### src/verilog/wdt_pkg.sv
/*
  wdt_pkg: register map, field positions, reset values and phase encoding of
  the two-stage watchdog. Assumes a 32-bit AXI4-Lite register bus.
*/
package wdt_pkg;
  // register byte offsets
  localparam logic [7:0] WDT_LOAD_OFS = 8'h00;
  localparam logic [7:0] WDT_VALUE_OFS = 8'h04;
  localparam logic [7:0] WDT_CTRL_OFS = 8'h08;
  localparam logic [7:0] WDT_INTCLR_OFS = 8'h0C;
  localparam logic [7:0] WDT_RIS_OFS = 8'h10;
  localparam logic [7:0] WDT_MIS_OFS = 8'h14;
  localparam logic [7:0] WDT_LOCK_OFS = 8'h18;
  localparam logic [7:0] WDT_EVT_STAT_OFS = 8'h1C;
  localparam logic [7:0] WDT_EVT_MASK_OFS = 8'h20;
  // control field positions
  localparam int WDT_CTRL_EN_BIT = 0;
  localparam int WDT_CTRL_RSTEN_BIT = 1;
  localparam int WDT_CTRL_STALL_BIT = 2;
  // event status field positions
  localparam int WDT_EVT_TIMEOUT_BIT = 0;
  localparam int WDT_EVT_RESET_BIT = 1;
  localparam int WDT_EVT_W = 2;
  // reset values
  localparam logic [31:0] WDT_LOAD_RST = 32'hFFFF_FFFF;
  localparam logic [WDT_EVT_W-1:0] WDT_EVT_MASK_RST = 2'h0;
  // unlock key, value is arbitrary
  localparam logic [31:0] WDT_UNLOCK_KEY = 32'h5A5A_C3C3;
  // axi responses
  localparam logic [1:0] WDT_RESP_OKAY = 2'h0;
  localparam logic [1:0] WDT_RESP_SLVERR = 2'h2;

  // watchdog phase
  typedef enum logic [3:0] {
    WDT_PH_OFF = 4'b0001,
    WDT_PH_RUN = 4'b0010,
    WDT_PH_PEND = 4'b0100,
    WDT_PH_RST = 4'b1000
  } wdt_phase_t;
endpackage

### src/verilog/wdt_reg_if.sv
/*
  wdt_reg_if: one-cycle register access strobes between the AXI4-Lite slave
  and the watchdog core. Assumes both ends share aclk.
*/
`timescale 1ns/1ps
`default_nettype none
interface wdt_reg_if;
  logic wr_en;
  logic [7:0] wr_addr;
  logic [31:0] wr_data;
  logic [3:0] wr_strb;
  logic wr_ok;
  logic rd_en;
  logic [7:0] rd_addr;
  logic [31:0] rd_data;
  logic rd_ok;
  modport slave (output wr_en, wr_addr, wr_data, wr_strb, rd_en, rd_addr, input wr_ok, rd_data, rd_ok);
  modport core (input wr_en, wr_addr, wr_data, wr_strb, rd_en, rd_addr, output wr_ok, rd_data, rd_ok);
endinterface
`default_nettype wire

### src/verilog/wdt_axil_slave.sv
/*
  wdt_axil_slave: AXI4-Lite slave front end, one write and one read in flight.
  Assumes the core answers wr_ok, rd_data and rd_ok in the same cycle.
*/
`timescale 1ns/1ps
`default_nettype none
module wdt_axil_slave
  import wdt_pkg::*;
(
  // clock and reset
  input wire logic aclk,
  input wire logic aresetn,
  // write channels
  input wire logic [7:0] awaddr,
  input wire logic awvalid,
  output logic awready,
  input wire logic [31:0] wdata,
  input wire logic [3:0] wstrb,
  input wire logic wvalid,
  output logic wready,
  output logic [1:0] bresp,
  output logic bvalid,
  input wire logic bready,
  // read channels
  input wire logic [7:0] araddr,
  input wire logic arvalid,
  output logic arready,
  output logic [31:0] rdata,
  output logic [1:0] rresp,
  output logic rvalid,
  input wire logic rready,
  // core side
  wdt_reg_if.slave rif
);
  logic aw_have_q, w_have_q, ar_have_q;
  logic [7:0] aw_addr_q, ar_addr_q;
  logic [31:0] w_data_q;
  logic [3:0] w_strb_q;

  // next slot and answer state; readies are registered from it so they leave a flop
  wire aw_have_d = !rif.wr_en && (aw_have_q || (awvalid && awready));
  wire w_have_d = !rif.wr_en && (w_have_q || (wvalid && wready));
  wire bvalid_d = rif.wr_en || (bvalid && !bready);
  wire ar_have_d = !rif.rd_en && (ar_have_q || (arvalid && arready));
  wire rvalid_d = rif.rd_en || (rvalid && !rready);
  assign rif.wr_en = aw_have_q && w_have_q && !bvalid;
  assign rif.wr_addr = aw_addr_q;
  assign rif.wr_data = w_data_q;
  assign rif.wr_strb = w_strb_q;
  assign rif.rd_en = ar_have_q && !rvalid;
  assign rif.rd_addr = ar_addr_q;

  // write path: address and data taken in either order
  always_ff @(posedge aclk) begin
    if (!aresetn) begin
      aw_have_q <= 1'b0;
      w_have_q <= 1'b0;
      aw_addr_q <= 8'h00;
      w_data_q <= 32'h0000_0000;
      w_strb_q <= 4'h0;
      bvalid <= 1'b0;
      bresp <= WDT_RESP_OKAY;
      awready <= 1'b1;
      wready <= 1'b1;
    end else begin
      // ready only while the slot stays empty and no answer is outstanding
      awready <= !aw_have_d && !bvalid_d;
      wready <= !w_have_d && !bvalid_d;
      if (awvalid && awready) begin
        aw_have_q <= 1'b1;
        aw_addr_q <= awaddr;
      end
      if (wvalid && wready) begin
        w_have_q <= 1'b1;
        w_data_q <= wdata;
        w_strb_q <= wstrb;
      end
      if (rif.wr_en) begin
        aw_have_q <= 1'b0;
        w_have_q <= 1'b0;
        bvalid <= 1'b1;
        bresp <= rif.wr_ok ? WDT_RESP_OKAY : WDT_RESP_SLVERR;
      end else if (bready) begin
        bvalid <= 1'b0;
      end
    end
  end

  // read path: data captured in the cycle the core is asked
  always_ff @(posedge aclk) begin
    if (!aresetn) begin
      ar_have_q <= 1'b0;
      ar_addr_q <= 8'h00;
      rvalid <= 1'b0;
      rdata <= 32'h0000_0000;
      rresp <= WDT_RESP_OKAY;
      arready <= 1'b1;
    end else begin
      arready <= !ar_have_d && !rvalid_d;
      if (arvalid && arready) begin
        ar_have_q <= 1'b1;
        ar_addr_q <= araddr;
      end
      if (rif.rd_en) begin
        ar_have_q <= 1'b0;
        rvalid <= 1'b1;
        rdata <= rif.rd_data;
        rresp <= rif.rd_ok ? WDT_RESP_OKAY : WDT_RESP_SLVERR;
      end else if (rready) begin
        rvalid <= 1'b0;
      end
    end
  end
endmodule // wdt_axil_slave
`default_nettype wire

### src/verilog/wdt_top.sv
/*
  wdt_top: two-stage watchdog with load value, raw and masked interrupt,
  optional system reset on the second timeout and a configuration lock.
  Assumes a single 200 MHz clock, synchronous inputs and an AXI4-Lite master.
*/
`timescale 1ns/1ps
`default_nettype none
// Function
// [RULE_01] a 32-bit down counter runs while enabled and flags a first timeout when it reaches zero.
// [RULE_02] enabling the counter also enables the watchdog interrupt.
// [RULE_03] at the first zero the counter reloads from the load value and keeps counting.
// [RULE_04] a second zero while the interrupt is pending and reset is enabled raises the reset request.
// [RULE_05] clearing the pending interrupt before the second zero reloads the counter and resumes counting.
// [RULE_06] writing a load value while running loads it into the counter at once.
// [RULE_07] the enable command starts counter and interrupt but does nothing while locked.
// [RULE_08] the lock blocks software writes to all configuration registers until released.
// [RULE_09] the lock state reads as one while locked and zero otherwise.
// [RULE_10] clearing the interrupt removes the pending source so the interrupt output falls; a set event bit enabled in the event mask keeps irq up.
// [RULE_11] raw and masked interrupt status are both readable, one when active.
// [RULE_12] software should clear the interrupt early in its handler since the clear takes time to land.
// [RULE_13] releasing the lock restores write access to the configuration registers.
// [RULE_14] a reset enable bit, writable only while unlocked, decides whether the second timeout resets.
// [RULE_15] writing a load value of zero raises the interrupt immediately.
// [RULE_16] with debug stall set the counter halts while the processor is debug-halted.
// [RULE_17] after reset the counter is off, reset option off, lock released and nothing pending.
module wdt_top
  import wdt_pkg::*;
(
  // clock and reset
  input wire logic aclk,
  input wire logic aresetn,
  // axi4-lite write
  input wire logic [7:0] s_axi_awaddr,
  input wire logic s_axi_awvalid,
  output logic s_axi_awready,
  input wire logic [31:0] s_axi_wdata,
  input wire logic [3:0] s_axi_wstrb,
  input wire logic s_axi_wvalid,
  output logic s_axi_wready,
  output logic [1:0] s_axi_bresp,
  output logic s_axi_bvalid,
  input wire logic s_axi_bready,
  // axi4-lite read
  input wire logic [7:0] s_axi_araddr,
  input wire logic s_axi_arvalid,
  output logic s_axi_arready,
  output logic [31:0] s_axi_rdata,
  output logic [1:0] s_axi_rresp,
  output logic s_axi_rvalid,
  input wire logic s_axi_rready,
  // system side
  input wire logic dbg_halt,
  output logic irq,
  output logic sys_reset_req
);
  wdt_reg_if rif ();

  wdt_axil_slave wdt_axil_slave_inst (
    .aclk(aclk),
    .aresetn(aresetn),
    .awaddr(s_axi_awaddr),
    .awvalid(s_axi_awvalid),
    .awready(s_axi_awready),
    .wdata(s_axi_wdata),
    .wstrb(s_axi_wstrb),
    .wvalid(s_axi_wvalid),
    .wready(s_axi_wready),
    .bresp(s_axi_bresp),
    .bvalid(s_axi_bvalid),
    .bready(s_axi_bready),
    .araddr(s_axi_araddr),
    .arvalid(s_axi_arvalid),
    .arready(s_axi_arready),
    .rdata(s_axi_rdata),
    .rresp(s_axi_rresp),
    .rvalid(s_axi_rvalid),
    .rready(s_axi_rready),
    .rif(rif)
  );

  // merge written bytes into an old word under the byte strobes
  function automatic logic [31:0] merge_strb(input logic [31:0] old_w, input logic [31:0] new_w,
                                             input logic [3:0] strb);
    logic [31:0] r;
    r = old_w;
    for (int i = 0; i < 4; i++) begin
      if (strb[i]) begin
        r[8*i +: 8] = new_w[8*i +: 8];
      end
    end
    return r;
  endfunction

  wdt_phase_t phase_q, phase_d;
  logic [31:0] count_q, count_d;
  logic [31:0] load_q;
  logic en_q, rsten_q, stall_q, lock_q, irq_q, rst_q;
  logic [WDT_EVT_W-1:0] evt_q, evt_mask_q;

  // address decode
  wire wr_load = rif.wr_en && rif.wr_addr == WDT_LOAD_OFS;
  wire wr_ctrl = rif.wr_en && rif.wr_addr == WDT_CTRL_OFS;
  wire wr_intclr = rif.wr_en && rif.wr_addr == WDT_INTCLR_OFS;
  wire wr_lock = rif.wr_en && rif.wr_addr == WDT_LOCK_OFS;
  wire wr_mask = rif.wr_en && rif.wr_addr == WDT_EVT_MASK_OFS;
  wire rd_evt = rif.rd_en && rif.rd_addr == WDT_EVT_STAT_OFS;
  wire wr_mapped = wr_load || wr_ctrl || wr_intclr || wr_lock || wr_mask;

  // configuration writes pass only while unlocked; refused ones still answer okay
  wire cfg_open = !lock_q; // [RULE_08] [RULE_13]
  wire [31:0] load_wr = merge_strb(load_q, rif.wr_data, rif.wr_strb);
  wire load_upd = wr_load && cfg_open; // [RULE_08]
  wire ctrl_upd = wr_ctrl && cfg_open && rif.wr_strb[0]; // [RULE_08] [RULE_14]
  wire en_set = ctrl_upd && rif.wr_data[WDT_CTRL_EN_BIT]; // [RULE_07]
  wire [31:0] lock_wr = merge_strb(32'h0000_0000, rif.wr_data, rif.wr_strb);

  // counting and timeout detection
  wire tick = en_q && !(stall_q && dbg_halt); // [RULE_16]
  wire at_zero = count_q == 32'h0000_0000;
  wire timeout = tick && at_zero; // [RULE_01]
  wire int_raw = phase_q == WDT_PH_PEND || phase_q == WDT_PH_RST;
  wire int_masked = int_raw && en_q; // [RULE_02] [RULE_11]
  wire zero_load = load_upd && load_wr == 32'h0000_0000;

  // phase and counter next state
  always_comb begin
    phase_d = phase_q;
    count_d = count_q;
    if (tick) begin
      count_d = count_q - 32'h0000_0001; // [RULE_01]
    end
    case (phase_q)
      WDT_PH_OFF: begin
        if (en_set) begin
          phase_d = WDT_PH_RUN; // [RULE_07]
        end
      end
      WDT_PH_RUN: begin
        if (timeout) begin
          phase_d = WDT_PH_PEND;
          count_d = load_q; // [RULE_03]
        end
      end
      WDT_PH_PEND: begin
        if (timeout && rsten_q && !wr_intclr) begin
          phase_d = WDT_PH_RST; // [RULE_04]
          count_d = load_q;
        end else if (timeout) begin
          count_d = load_q; // a clear in this cycle is taken, the new zero re-arms the interrupt
        end else if (wr_intclr) begin
          phase_d = en_q ? WDT_PH_RUN : WDT_PH_OFF; // [RULE_05] [RULE_10]
          count_d = load_q; // [RULE_05]
        end
      end
      WDT_PH_RST: begin
        count_d = count_q; // frozen until the system reset arrives
      end
      default: begin
        phase_d = WDT_PH_OFF;
      end
    endcase
    // a zero load raises the interrupt at once, a nonzero one restarts the count
    if (load_upd && phase_q != WDT_PH_RST) begin
      count_d = load_wr; // [RULE_06]
      if (zero_load) begin
        phase_d = WDT_PH_PEND; // [RULE_15]
      end
    end
  end

  // watchdog state registers
  always_ff @(posedge aclk) begin
    if (!aresetn) begin
      phase_q <= WDT_PH_OFF; // [RULE_17]
      count_q <= WDT_LOAD_RST;
    end else begin
      phase_q <= phase_d;
      count_q <= count_d;
    end
  end

  // configuration registers; enable can only be set, reset clears it
  always_ff @(posedge aclk) begin
    if (!aresetn) begin
      load_q <= WDT_LOAD_RST;
      en_q <= 1'b0; // [RULE_17]
      rsten_q <= 1'b0;
      stall_q <= 1'b0;
      lock_q <= 1'b0;
      evt_mask_q <= WDT_EVT_MASK_RST;
    end else begin
      if (load_upd) begin
        load_q <= load_wr;
      end
      if (en_set) begin
        en_q <= 1'b1; // [RULE_02] [RULE_07]
      end
      if (ctrl_upd) begin
        rsten_q <= rif.wr_data[WDT_CTRL_RSTEN_BIT]; // [RULE_14]
        stall_q <= rif.wr_data[WDT_CTRL_STALL_BIT];
      end
      if (wr_lock) begin
        lock_q <= lock_wr != WDT_UNLOCK_KEY; // [RULE_08] [RULE_13]
      end
      if (wr_mask && cfg_open && rif.wr_strb[0]) begin
        evt_mask_q <= rif.wr_data[WDT_EVT_W-1:0];
      end
    end
  end

  // sticky event bits, cleared by reading; a new event in the read cycle wins
  wire [WDT_EVT_W-1:0] evt_new = {phase_d == WDT_PH_RST && phase_q != WDT_PH_RST,
                                  phase_d == WDT_PH_PEND && phase_q != WDT_PH_PEND};
  always_ff @(posedge aclk) begin
    if (!aresetn) begin
      evt_q <= '0;
    end else begin
      evt_q <= (rd_evt ? '0 : evt_q) | evt_new;
    end
  end

  // outputs registered; reset request is held until the system reset lands
  always_ff @(posedge aclk) begin
    if (!aresetn) begin
      irq_q <= 1'b0;
      rst_q <= 1'b0;
    end else begin
      irq_q <= int_masked || |(evt_q & evt_mask_q); // [RULE_10]
      rst_q <= phase_q == WDT_PH_RST; // [RULE_04]
    end
  end
  assign irq = irq_q;
  assign sys_reset_req = rst_q;

  // read data selection
  logic [31:0] rd_mux;
  logic rd_hit;
  always_comb begin
    rd_mux = 32'h0000_0000;
    rd_hit = 1'b1;
    case (rif.rd_addr)
      WDT_LOAD_OFS: rd_mux = load_q;
      WDT_VALUE_OFS: rd_mux = count_q;
      WDT_CTRL_OFS: rd_mux = {29'h0000_0000, stall_q, rsten_q, en_q};
      WDT_INTCLR_OFS: rd_mux = 32'h0000_0000;
      WDT_RIS_OFS: rd_mux = {31'h0000_0000, int_raw}; // [RULE_11]
      WDT_MIS_OFS: rd_mux = {31'h0000_0000, int_masked}; // [RULE_11]
      WDT_LOCK_OFS: rd_mux = {31'h0000_0000, lock_q}; // [RULE_09]
      WDT_EVT_STAT_OFS: rd_mux = {30'h0000_0000, evt_q};
      WDT_EVT_MASK_OFS: rd_mux = {30'h0000_0000, evt_mask_q};
      default: rd_hit = 1'b0;
    endcase
  end
  assign rif.rd_data = rd_mux;
  assign rif.rd_ok = rd_hit;
  assign rif.wr_ok = wr_mapped;
endmodule // wdt_top
`default_nettype wire
### config.mk
export PLATFORM = sky130hd
export DESIGN_NAME = wdt_top
export DESIGN_NICKNAME = d
export VERILOG_FILES = /design/src/verilog/wdt_pkg.sv /design/src/verilog/wdt_reg_if.sv /design/src/verilog/wdt_axil_slave.sv /design/src/verilog/wdt_top.sv
export SDC_FILE = /design/constraint.sdc
export NUM_CORES = 1
export LEC_CHECK = 0
export BUFFER_PORTS_ARGS = -buffer_cell sky130_fd_sc_hd__buf_4
export CAP_MARGIN = 20
export CORE_ASPECT_RATIO = 0.8
export CORE_MARGIN = 2
export CORE_UTILIZATION = 40
export CTS_BUF_LIST = sky130_fd_sc_hd__clkbuf_2
export DETAILED_ROUTE_END_ITERATION = 12
export PLACE_DENSITY = 0.66
export SLEW_MARGIN = 25
export SYNTH_ARGS = -nofsm -noshare
export SYNTH_HDL_FRONTEND = slang
export SYNTH_SLANG_ARGS = --single-unit
### constraint.sdc
create_clock -name aclk -period 7.4 [get_ports aclk]
set_input_delay 0.74 -clock aclk [delete_from_list [all_inputs] [get_ports aclk]]
set_output_delay 0.74 -clock aclk [all_outputs]
set_load 0.005 [all_outputs]
After elaboration in Yosys (flattened, before gate mapping). Cells that the tools add are included.

Flip-flop bits (word level): 174. Bits of input ports: 60.

Add/subtract/negate cells: 1. Equality and inequality tests: 22. Multiplexer cells: 33. Bitwise gates (word level): 3. Reductions and logical operators: 71.

Operator list (number): 32-bit one-hot mux with 8 select lines (1); 32-bit 2-to-1 mux (6); 32-bit one-hot mux with 3 select lines (1); 32-bit zero test (2); 8-bit 2-to-1 mux (8); 8-bit by 5-bit == test with 1-bit output (second input constant) (5); 1-bit logical AND (36); 8-bit by 4-bit == test with 1-bit output (second input constant) (4); 32-bit by 31-bit != test with 1-bit output (second input constant) (1); 32-bit by 1-bit subtractor with 32-bit output (second input constant) (1); 4-bit 2-to-1 mux (7); 8-bit by 6-bit == test with 1-bit output (second input constant) (2); 8-bit zero test (2); 4-bit one-hot mux with 4 select lines (1); 1-bit zero test (14); 1-bit logical OR (11); 9-bit OR reduction (1); 4-bit by 3-bit == test with 1-bit output (second input constant) (2); 4-bit == test (second input constant) (2); 8-bit by 3-bit == test with 1-bit output (second input constant) (1); 2-bit 2-to-1 mux (4); 2-bit OR reduction (3); 1-bit 2-to-1 mux (5); 4-bit by 1-bit == test with 1-bit output (second input constant) (1); other kinds (8) (9).

Longest topological paths before layout. Gate-level depths: netlist of the first run.

Word-level depth: 13. Depth in mapped cells: 10. Mapped depth without buffers: 8.

Hierarchy. A second synthesis of the first run with hierarchy kept.

Cell total of the unflattened synthesis: 1084. Area total of the unflattened synthesis: 8763.4 sq um.

Modules (own cells, without submodules): wdt_top (times used 1, cells an instance 680, area an instance 5192.5 sq um, seq. area each 1561.5 sq um); wdt_axil_slave (times used 1, cells an instance 404, area an instance 3570.9 sq um, seq. area each 1881.8 sq um).

Least setup slack after synthesis of the first run. No wires, ideal clock.

Kind: input to register. Start: input dbg_halt. End: register count_q[14]. Setup time: 0.087 ns. Arrival time: 2.567 ns. Required time: 7.313 ns. Slack: 4.746 ns. Stages: 7. Path buffers: 1. Path through: a21boi_1 nand4_1 nor4_4 or2_1 buf_4 mux2_2 o31ai_1.

Longest elaborated chain between the ends: 9. Elaborated cells on any way between the ends: 13. Classes of those cells: mux (7); reduce/logical (6).

RTL lines: start, declared (line wdt_top.sv:52) `input wire logic dbg_halt,`; 1-bit logical AND * (line wdt_top.sv:118) `wire tick = en_q && !(stall_q && dbg_halt);`; 1-bit zero test * (line wdt_top.sv:118); 1-bit logical AND * (line wdt_top.sv:118); 32-bit 2-to-1 mux or 1-bit logical AND (tied branches) (line wdt_top.sv:129, wdt_top.sv:120); 32-bit 2-to-1 mux or 1-bit logical AND (tied branches) (line wdt_top.sv:150, wdt_top.sv:145); 32-bit 2-to-1 mux or 1-bit logical AND (tied branches) (line wdt_top.sv:148, wdt_top.sv:145); 32-bit 2-to-1 mux (line wdt_top.sv:145) `if (timeout && rsten_q && !wr_intclr) begin`; 32-bit one-hot mux with 3 select lines * (line wdt_top.sv:132) `case (phase_q)`; 32-bit 2-to-1 mux * (line wdt_top.sv:163) `if (load_upd && phase_q != WDT_PH_RST) begin`; end signal, assigned (line wdt_top.sv:178) `count_q <= count_d;`; end, declared (line wdt_top.sv:95) `logic [31:0] count_q, count_d;`.

Mark *: on every way between the ends. The rest lies on a longest branch, timed or not. A chain may end at the register's enable or synchronous reset.

Final worst setup path of the first run.
Start: register lock_q. End: register count_q[14].

Longest elaborated chain between the ends: 4. Elaborated cells on any way between the ends: 5. Classes of those cells: eq/ne (1); mux (1); reduce/logical (3).

RTL lines: start, declared (line wdt_top.sv:97) `logic en_q, rsten_q, stall_q, lock_q, irq_q, rst_q;`; start signal, assigned (line wdt_top.sv:189) `lock_q <= 1'b0;`; start signal, assigned (line wdt_top.sv:203) `lock_q <= lock_wr != WDT_UNLOCK_KEY;`; 1-bit zero test * (line wdt_top.sv:110) `wire cfg_open = !lock_q;`; 1-bit logical AND * (line wdt_top.sv:112) `wire load_upd = wr_load && cfg_open;`; 1-bit logical AND * (line wdt_top.sv:163); 2-bit != test (no line) or 32-bit 2-to-1 mux (tied branches).

Marks and branches as above.

==> run metrics, run 1 <==
FFs w/ async S/R, synth 0; Die Height approximately 130 µm; Die W around 160 µm; IO Port Bufs 100; Avg Cell Area, Syn 7.96 µm²; Inst Count DP ~1300; Place WS ~4 ns; fin crit share 0.462; Clock H-tree levels 4; Layout area overhead 13.9%; Clock Skews about 0.035 ns; worst vdd ir about 0.085 mV; Synth cell types 66; clock sink count 172; critical-path maximum fanout 28; combinational power share 0.130; Core Area ~20000 µm²; EDFF count, synth 0; post_cts resized 0; worst-skew pair later-pin latency roughly 0.76 ns; WL final 24400 µm; share of post-route cells with drive strength above 1 0.144; Rows between 40 and 50; reg2reg start lock_q; cell area after layout between 9000 and 10000 µm²; # DRC 0; max-cap violation count 0; Main synth FF type dfxtp_1; Slew Limit Fails 0; n_diodes 0; Switching Share 0.291; crit start category register; Power Internal between 1 and 1.5 mW; initial antenna violation count 0; Initial DRT Pass Iterations 6; I/O pin cnt just over 100; Hold Worst Slack around 0.18 ns; min cycle time layout between 3 and 4 ns; Worst Hold Class input port to register; wire per inst ~18 µm; global-route wire length before repair a little under 40000 µm; FMAX approximately 0.29 GHz; area post-placement about 9100 µm²; R2R cell count 9; Remaining Overflow, GRT 0; status completed; hpwl dp ~17000 µm; Slew HR 0.298; Initial DRC Count around 790; Overall Global Routing Usage 0.228; sequential power share 0.590; R2R Setup Slk 3.98 ns; Seq/Total Area, Yosys 0.423; worst setup path end count_q[14]; antenna viol nets, final 0; Final Hold Fails 0; Final WS setup approximately 4.0 ns; register bit count reported by yosys approximately 170; Slew @ Worst Pin 1.04 ns; clock-pin slew of the registers on the worst-case setup and hold paths around 0.25 ns; RSZ-0062 raised after global routing false; setup_tns 0 ns; CTS tree done; CTS max path bufs 2; Synth Cell Area roughly 8100 µm²; starting density of the core 0.409; Die Footprint 21500 µm²; Final #Nets 1153; final setup violation count 0; worst path arrival time around 4 ns; Pleak around 3.7 nW; Num CTS Buffers 17; Core Util, Final 0.466; Power per Cell Area around 190 nW/µm²; origin of the worst setup path lock_q; GPL Wtd Cong between 0.8 and 0.9; Final Power 1.75 mW; vias in the first global route 7221; vias per cell around 5.7; Psw 0.510 mW; Clock power frac 0.280; hold_buf cts 0; r2r endpoint count_q[14]; Fillers slightly above 2000; CP endpoint kind register; Vias between 7000 and 8000; number of synthesis warnings 0; post-synthesis cell count slightly above 1000; fin cells about 1400; Worst EP required between 8 and 9 ns; pin count of the biggest net entering global routing 70; Root Buffer clkbuf_2; Post-CTS Setup Bufs 0; WS Path Type register to register
[placed cells by master, fill, tap and decap left out, drive strengths merged, types with 8 or more instances in the layout]
master / n
nand4: 11
a211oi: 9
nand3: 45
mux2i: 36
inv: 18
o21ai: 44
or3: 8
o311ai: 11
nor4b: 8
buf: 113
dfxtp: 172
clkbuf: 20
nor2: 64
a31oi: 8
and3: 13
a21oi: 101
nor4: 28
and2: 13
nand2: 210
nor3: 19
a21o: 14
o21a: 16
o211ai: 20
[per-layer routing]
| metal | track usage | share of wire | vias up |
|---|---|---|---|
| li1 | - | - | 3811 |
| met1 | 0.350 | 0.49 | 3672 |
| met2 | 0.330 | 0.42 | 300 |
| met3 | 0.0464 | 0.083 | 11 |
| met4 | 0.0414 | 0.0054 | 0 |
| met5 | 0 | 0 | - |
[Yosys cell counts (all sizes together), types with 4 or more instances]
cell,number,area (µm²)
a2111oi,4,35.0
a211oi,9,67.6
a21o,14,105
a21oi,101,505
a221oi,6,52.6
a31oi,8,50.1
and2,13,81.3
and3,13,81.3
buf,12,73.8
clkbuf,53,199
dfxtp,172,3440
inv,17,63.8
mux2i,36,360
nand2,210,788
nand2b,5,31.3
nand3,45,225
nand4,11,68.8
nor2,64,240
nor2b,5,31.3
nor3,19,95.1
nor3b,4,30.0
nor4,28,211
nor4b,8,88.8
o211ai,20,150
o21a,16,120
o21ai,44,220
o311a,5,50.1
o311ai,11,96.3
or3,8,50.1
or4,5,37.5
xor2,4,35.0
[state kept, by name (all words and copies together) (netlist names), 2 cells and up]
signal / count
evt_mask_q: 2
wdt_axil_slave_inst.rif.wr_addr: 8
evt_q: 2
wdt_axil_slave_inst.rdata: 32
phase_q: 4
wdt_axil_slave_inst.rif.rd_addr: 8
load_q: 32
wdt_axil_slave_inst.rif.wr_data: 32
wdt_axil_slave_inst.rif.wr_strb: 4
count_q: 32
[area by class of cell]
| cell class | instances | area, µm² | share of cell area |
|---|---|---|---|
| clock buffer | 20 | 100 | 0.0108 |
| clock inverter | 10 | 120 | 0.0129 |
| inverter | 17 | 63.8 | 0.00688 |
| multi-input combinational | 770 | 4370 | 0.471 |
| sequential | 172 | 3440 | 0.371 |
| tap | 264 | 330 | 0.0356 |
| timing repair buffer | 113 | 848 | 0.0914 |
[worst min-delay path by stage]
| stage | start | endpoint | cells after the start |
|---|---|---|---|
| after global routing | s_axi_wdata[23] | wdt_axil_slave_inst.rif.wr_data[23] | 3 |
| after floorplan | wdt_axil_slave_inst.rif.rd_addr[7] | wdt_axil_slave_inst.rif.rd_addr[7] | 2 |
| after CTS | s_axi_rready | wdt_axil_slave_inst.rvalid | 2 |
| after global placement | wdt_axil_slave_inst.rdata[9] | wdt_axil_slave_inst.rdata[9] | 2 |
| after detailed placement | wdt_axil_slave_inst.rdata[2] | wdt_axil_slave_inst.rdata[2] | 2 |
| final | s_axi_wdata[25] | wdt_axil_slave_inst.rif.wr_data[25] | 3 |
[cell families after synthesis]
kind of cell / count (synthesis) / share of synthesized area
compound gates: 267 / 0.208
xor+xnor: 5 / 0.00537
fa+ha+maj: 2 / 0.00307
buf+inv: 82 / 0.0413
flops: 172 / 0.423
mux: 39 / 0.0484
other cells: 1 / 0.000460
simple gates: 455 / 0.270
[worst max-delay path, stage by stage (launching register included)]
cell and delay [ns]:
dfxtp_1 0.40, or4_1 0.56, nor4b_2 0.25, buf_4 0.26, o21bai_2 0.15, buf_4 0.35
or2_1 0.42, buf_4 0.35, mux2_2 0.37, o31ai_1 0.23
[power groups by stage]
stage	sequential, mW	clock (mW)	combinational, mW
5_1_grt	1.04	0.538	0.253
6_report	1.03	0.490	0.228
2_1_floorplan	1.03	0	0.135
4_1_cts	1.03	0.501	0.228
3_3_place_gp	1.05	0	0.225
3_5_place_dp	1.05	0	0.227
Note: power is estimated with default switching activity, not from simulation.
==> run 2, diff against run 1 <==
--- a/config.mk
+++ b/config.mk
@@ -12,7 +12,7 @@
 export CORE_UTILIZATION = 40
 export CTS_BUF_LIST = sky130_fd_sc_hd__clkbuf_2
 export DETAILED_ROUTE_END_ITERATION = 12
-export PLACE_DENSITY = 0.66
+export PLACE_DENSITY = 0.68
 export SLEW_MARGIN = 25
 export SYNTH_ARGS = -nofsm -noshare
 export SYNTH_HDL_FRONTEND = slang
==> constraint.sdc (replaced) <==
create_clock -name aclk -period 2.9 [get_ports aclk]
set_input_delay 0.29 -clock aclk [delete_from_list [all_inputs] [get_ports aclk]]
set_output_delay 0.29 -clock aclk [all_outputs]
set_load 0.005 [all_outputs]
==> run 2 against run 1 <==
Sequential cell count unchanged. Largest power group unchanged. Power rose to 2.6 times the previous value. Cell count up 8.2%. Register-to-register slack worse by 3.6 ns. Clock-buffer cell count down 3. Sequential power rose to 2.6 times the previous value. Sequential share of layout area down 3.7 points.
==> run metrics, run 2 (synthesis results as in run 1) <==
sequential cell area 3440 µm²; Die W between 150 and 200 µm; min cycle time layout between 2 and 3 ns; Slew @ Worst Pin between 0.7 and 0.8 ns; Power Internal roughly 3.3 mW; FMAX roughly 0.39 GHz; worst path arrival time 3.30 ns; Switching Share 0.296; starting density of the core 0.409; Initial DRT Pass Iterations 7; Worst Hold Class input port to register; worst vdd ir 0.252 mV; Worst EP required approximately 3.6 ns; IO Port Bufs 100; Root Buffer clkbuf_2; Fillers slightly below 2000; status completed; pin count of the biggest net entering global routing 37; Clock power frac 0.276; Remaining Overflow, GRT 0; Final Power roughly 4.6 mW; M2 GR Usage 0.354; final setup violation count 0; CTS tree done; Multi-input gate area 4370 µm²; Worst Hold End count_q[0]; Core Area approximately 20000 µm²; sequential power share 0.570; Clock Skews about 0.032 ns; RSZ-0062 raised after global routing false; vias per cell roughly 5.6; Rows between 40 and 50; Post-CTS Setup Bufs 0; CTS max path bufs 2; setup_tns 0 ns; wire per inst approximately 18 µm; R2R cell count 7; GR met3 Demand/Resource 0.0748; hpwl dp between 15000 and 20000 µm; critical path, cell by cell or4_1 -> nor4b_2 -> buf_4 -> and2_1 -> a2111oi_0 -> a21oi_1 -> o21a_1; CP endpoint kind register; hold_buf cts 79; Slew Limit Fails 0; clock-pin slew of the registers on the worst-case setup and hold paths around 0.27 ns; post_cts resized 0; critical-path maximum fanout 13; GPL Wtd Cong roughly 0.9; Critical Path Max Stage Delay ~0.56 ns; R2R Setup Slk ~0.33 ns; Pleak approximately 4.2 nW; Final Hold Fails 0; WS Path Type register to register; most frequent cells in the layout nand2_1, dfxtp_1, buf_4; I/O pin cnt around 100; Final WS setup about 0.33 ns; combinational power share 0.154; CP max stage cell or4_1; Slew HR 0.514; Power per Cell Area 449 nW/µm²; busiest grt layer met1; reg2reg start wdt_axil_slave_inst.rif.wr_addr[7]; worst-skew pair later-pin latency around 0.76 ns; Psw between 1 and 1.5 mW; global-route wire length before repair between 40000 and 50000 µm; Overall Global Routing Usage 0.246; clock sink count about 170; initial antenna violation count 0; Layout area overhead 26.6%; Initial DRC Count 926; most common cell after layout, fill and taps aside nand2_1; WL final 26200 µm; Vias between 8000 and 9000; Die Height about 130 µm; # DRC 0; antenna viol nets, final 0; Place WS between 0.4 and 0.5 ns; Num CTS Buffers 17; Die Footprint between 20000 and 25000 µm²; Hold Crit Start dbg_halt; crit start category register; Clock H-tree levels 4; max-cap violation count 0; met1 global-route usage 0.357; hold path cells 6; share of post-route cells with drive strength above 1 0.156; r2r endpoint count_q[19]; fin crit share 0.886; vias in the first global route about 7900; n_diodes 0; Final #Nets between 1000 and 1500
run 2: cell count changes in the layout (fill, tap and decap cells not counted):
cell / before / now
buf_4: 113 / 144
clkbuf_2: 20 / 17
inv_6: 1 / 3
clkinv_2: 2 / 3
clkinv_1: 0 / 3
clkinvlp_4: 2 / 1
dlygate4sd3_1: 0 / 79
run 2: metal layers:
metal / part of all wire / wire, µm
met3: 0.094 / 2480
met5: 0 / 0
met1: 0.48 / 12500
met2: 0.41 / 10800
met4: 0.014 / 367
run 2: final cells by class:
cell class / instances / share of cell area
clock buffer: 17 / 0.00825
timing repair buffer: 223 / 0.181
clock inverter: 15 / 0.0142
tap: 264 / 0.0320
multi-input combinational: 770 / 0.424
sequential: 172 / 0.334
inverter: 17 / 0.00619
run 2: worst max-delay path: cells and delay by family (launching register included):
family | cells | cell delay (ns)
compound gates | 3 | 0.50
flops | 1 | 0.39
buf+inv | 1 | 0.27
simple gates | 3 | 1.36
run 2: worst max-delay path by stage:
stage | start | to | slack [ns]
final | wdt_axil_slave_inst.rif.wr_addr[7] | count_q[19] | 0.33
after global routing | count_q[0] | count_q[16] | 0.12
after CTS | wdt_axil_slave_inst.rif.wr_addr[7] | count_q[19] | 0.36
after detailed placement | wdt_axil_slave_inst.rif.wr_addr[7] | count_q[19] | 0.41
after global placement | count_q[8] | count_q[16] | 0.46
after floorplan | count_q[0] | count_q[14] | 0.56
run 2: per-stage QoR:
| step | cell area (µm²) | utilization | std cells | hold slack [ns] |
|---|---|---|---|---|
| final | 10300 | 0.518 | 1478 | 0.0776 |
| after CTS | 10300 | 0.518 | 1478 | 0.00992 |
| after detailed placement | 9290 | 0.467 | 1367 | 0.444 |
| after global placement | 9290 | 0.467 | 1367 | 0.440 |
| after global routing | 10300 | 0.518 | 1478 | 0.0429 |
| after floorplan | 8150 | - | 1024 | 0.405 |
run 2: power groups by stage:
stage                     clock [mW]  combinational (mW)  sequential (mW)
after floorplan                    0               0.346             2.63
after CTS                       1.31               0.703             2.64
after detailed placement           0               0.608             2.68
after global placement             0               0.602             2.68
final                           1.28               0.713             2.64
after global routing            1.40               0.786             2.66
==> run 3, diff against run 2 <==
--- a/config.mk
+++ b/config.mk
@@ -7,12 +7,14 @@
 export LEC_CHECK = 0
 export BUFFER_PORTS_ARGS = -buffer_cell sky130_fd_sc_hd__buf_4
 export CAP_MARGIN = 20
+export CELL_PAD_IN_SITES_DETAIL_PLACEMENT = 2
+export CELL_PAD_IN_SITES_GLOBAL_PLACEMENT = 2
 export CORE_ASPECT_RATIO = 0.8
 export CORE_MARGIN = 2
-export CORE_UTILIZATION = 40
+export CORE_UTILIZATION = 32
 export CTS_BUF_LIST = sky130_fd_sc_hd__clkbuf_2
 export DETAILED_ROUTE_END_ITERATION = 12
-export PLACE_DENSITY = 0.68
+export PLACE_DENSITY = 0.85
 export SLEW_MARGIN = 25
 export SYNTH_ARGS = -nofsm -noshare
 export SYNTH_HDL_FRONTEND = slang
==> run 3 against run 2 <==
Worst hold slack better by 0.020 ns. Non-clock buffer count rose by 14. Global-route usage is 5.9 points higher. Clock skew grew 0.083 ns. Power is 14% higher. Sequential cell count unchanged. Critical endpoint unchanged. Highest routed layer unchanged.
==> run metrics, run 3 (synthesis results as in run 1) <==
status completed; Num CTS Buffers 17; GPL Wtd Cong ~0.87; clock-pin slew of the registers on the worst-case setup and hold paths between 0.2 and 0.3 ns; worst-skew pair later-pin latency between 0.9 and 1 ns; Layout area overhead 31.2%; Hold Crit Start s_axi_awvalid; FMAX roughly 0.36 GHz; Overall Global Routing Usage 0.305; Worst Hold End wdt_axil_slave_inst.aw_have_q; Rows 52; Die W around 180 µm; CTS tree done; Final Hold Fails 0; initial antenna violation count 1; Die Height 147 µm; Clock Skews around 0.11 ns; final setup violation count 0; fin crit share 0.971; Place WS approximately 0.25 ns; Power per Cell Area roughly 490 nW/µm²; Worst EP required 3.71 ns; combinational power share 0.152; Slew HR 0.432; hpwl dp between 20000 and 25000 µm; Hold Worst Slack roughly 0.098 ns; Remaining Overflow, GRT 0; Final Power 5.29 mW; WS Path Type register to register; CTS max path bufs 2; CP endpoint kind register; Switching Share 0.314; Final WS setup around 0.084 ns; cell area after layout 10700 µm²; Initial DRT Pass Iterations 5; Core Area roughly 25000 µm²; r2r endpoint count_q[19]; reg2reg start wdt_axil_slave_inst.rif.wr_addr[7]; Clock power frac 0.342; most common cell after layout, fill and taps aside nand2_1; min cycle time layout between 2 and 3 ns; Psw 1.66 mW; setup_tns 0 ns; RSZ-0062 raised after global routing false; Slew @ Worst Pin 0.851 ns; Initial DRC Count 772; worst vdd ir 0.236 mV; Die Footprint between 20000 and 30000 µm²; I/O pin cnt just over 100; area post-placement approximately 9400 µm²; Post-CTS Setup Bufs 0; pin count of the biggest net entering global routing 69; vias per cell ~6.0; R2R cell count 7; Vias approximately 9400; # DRC 0; Power Internal between 3 and 4 mW; critical-path maximum fanout 13; Worst Hold Class input port to register; most frequent cells in the layout nand2_1, dfxtp_1, buf_4; WL final between 40000 and 50000 µm; sequential power share 0.506; starting density of the core 0.324; Slew Limit Fails 0; share of post-route cells with drive strength above 1 0.156; Clock H-tree levels 4; worst path arrival time 3.62 ns; clock sink count roughly 170; fin cells roughly 1600; R2R Setup Slk around 0.084 ns; Root Buffer clkbuf_2; wire per inst about 26 µm; Inst Count DP 1424; max-cap violation count 0; vias in the first global route about 10000; IO Port Bufs 100; Pleak roughly 4.3 nW; Final #Nets approximately 1300; hold path cells 4; global-route wire length before repair around 63000 µm; crit start category register; Core Util, Final 0.425; antenna viol nets, final 0
## run 3: cell types whose count changed in the layout (fill, tap and decap cells not counted), sizes merged
cell,previous run,this run
dlygate4sd3,79,96
clkinv,9,0
bufinv,2,6
buf,144,141
clkinvlp,1,4
clkbuf,17,18
diode,0,1
## run 3: metal layers
metal / routed length, µm / GRT usage / vias up
li1: - / - / 4060
met1: 16600 / 0.379 / 4691
met2: 19100 / 0.498 / 477
met3: 3030 / 0.0704 / 144
met4: 2020 / 0.152 / 0
met5: 0 / 0 / -
## run 3: cell type report
cell class	instances	area (µm²)
antenna	1	2.50
clock buffer	18	90.1
clock inverter	13	239
fill	2790	14500
inverter	17	63.8
multi-input combinational	770	4400
sequential	172	3440
tap	324	405
timing repair buffer	237	2040
## run 3: worst max path at each step
stage / start / end / slack [ns] / depth (start not counted)
after floorplan: count_q[0] / count_q[14] / 0.56 / 9
after global placement: count_q[8] / count_q[16] / 0.39 / 7
after detailed placement: count_q[8] / count_q[29] / 0.25 / 6
after CTS: count_q[8] / count_q[14] / 0.20 / 6
after global routing: wdt_axil_slave_inst.rif.wr_addr[7] / count_q[25] / 0.003 / 7
final: wdt_axil_slave_inst.rif.wr_addr[7] / count_q[19] / 0.08 / 7
## run 3: repair_timing
| item | in CTS | in global routing |
|---|---|---|
| endpoints found under the setup margin | 0 | 28 |
| hold buffers | 95 | 1 |
| gates resized for setup | 0 | 4 |
| endpoints found under the hold margin | 77 | 2 |
## run 3: critical path: stages (launching register included)
cell and delay (ns):
dfxtp_1 0.44, or4_1 0.61, nor4b_2 0.34, buf_4 0.29
and2_1 0.49, a2111oi_0 0.23, a21oi_1 0.23, o21a_1 0.15
## run 3: power groups by stage
stage          combinational [mW]  clock [mW]  sequential (mW)
5_1_grt                     0.861        1.89             2.69
3_5_place_dp                0.626           0             2.70
3_3_place_gp                0.601           0             2.69
6_report                    0.803        1.81             2.68
4_1_cts                     0.753        1.73             2.66
2_1_floorplan               0.346           0             2.63
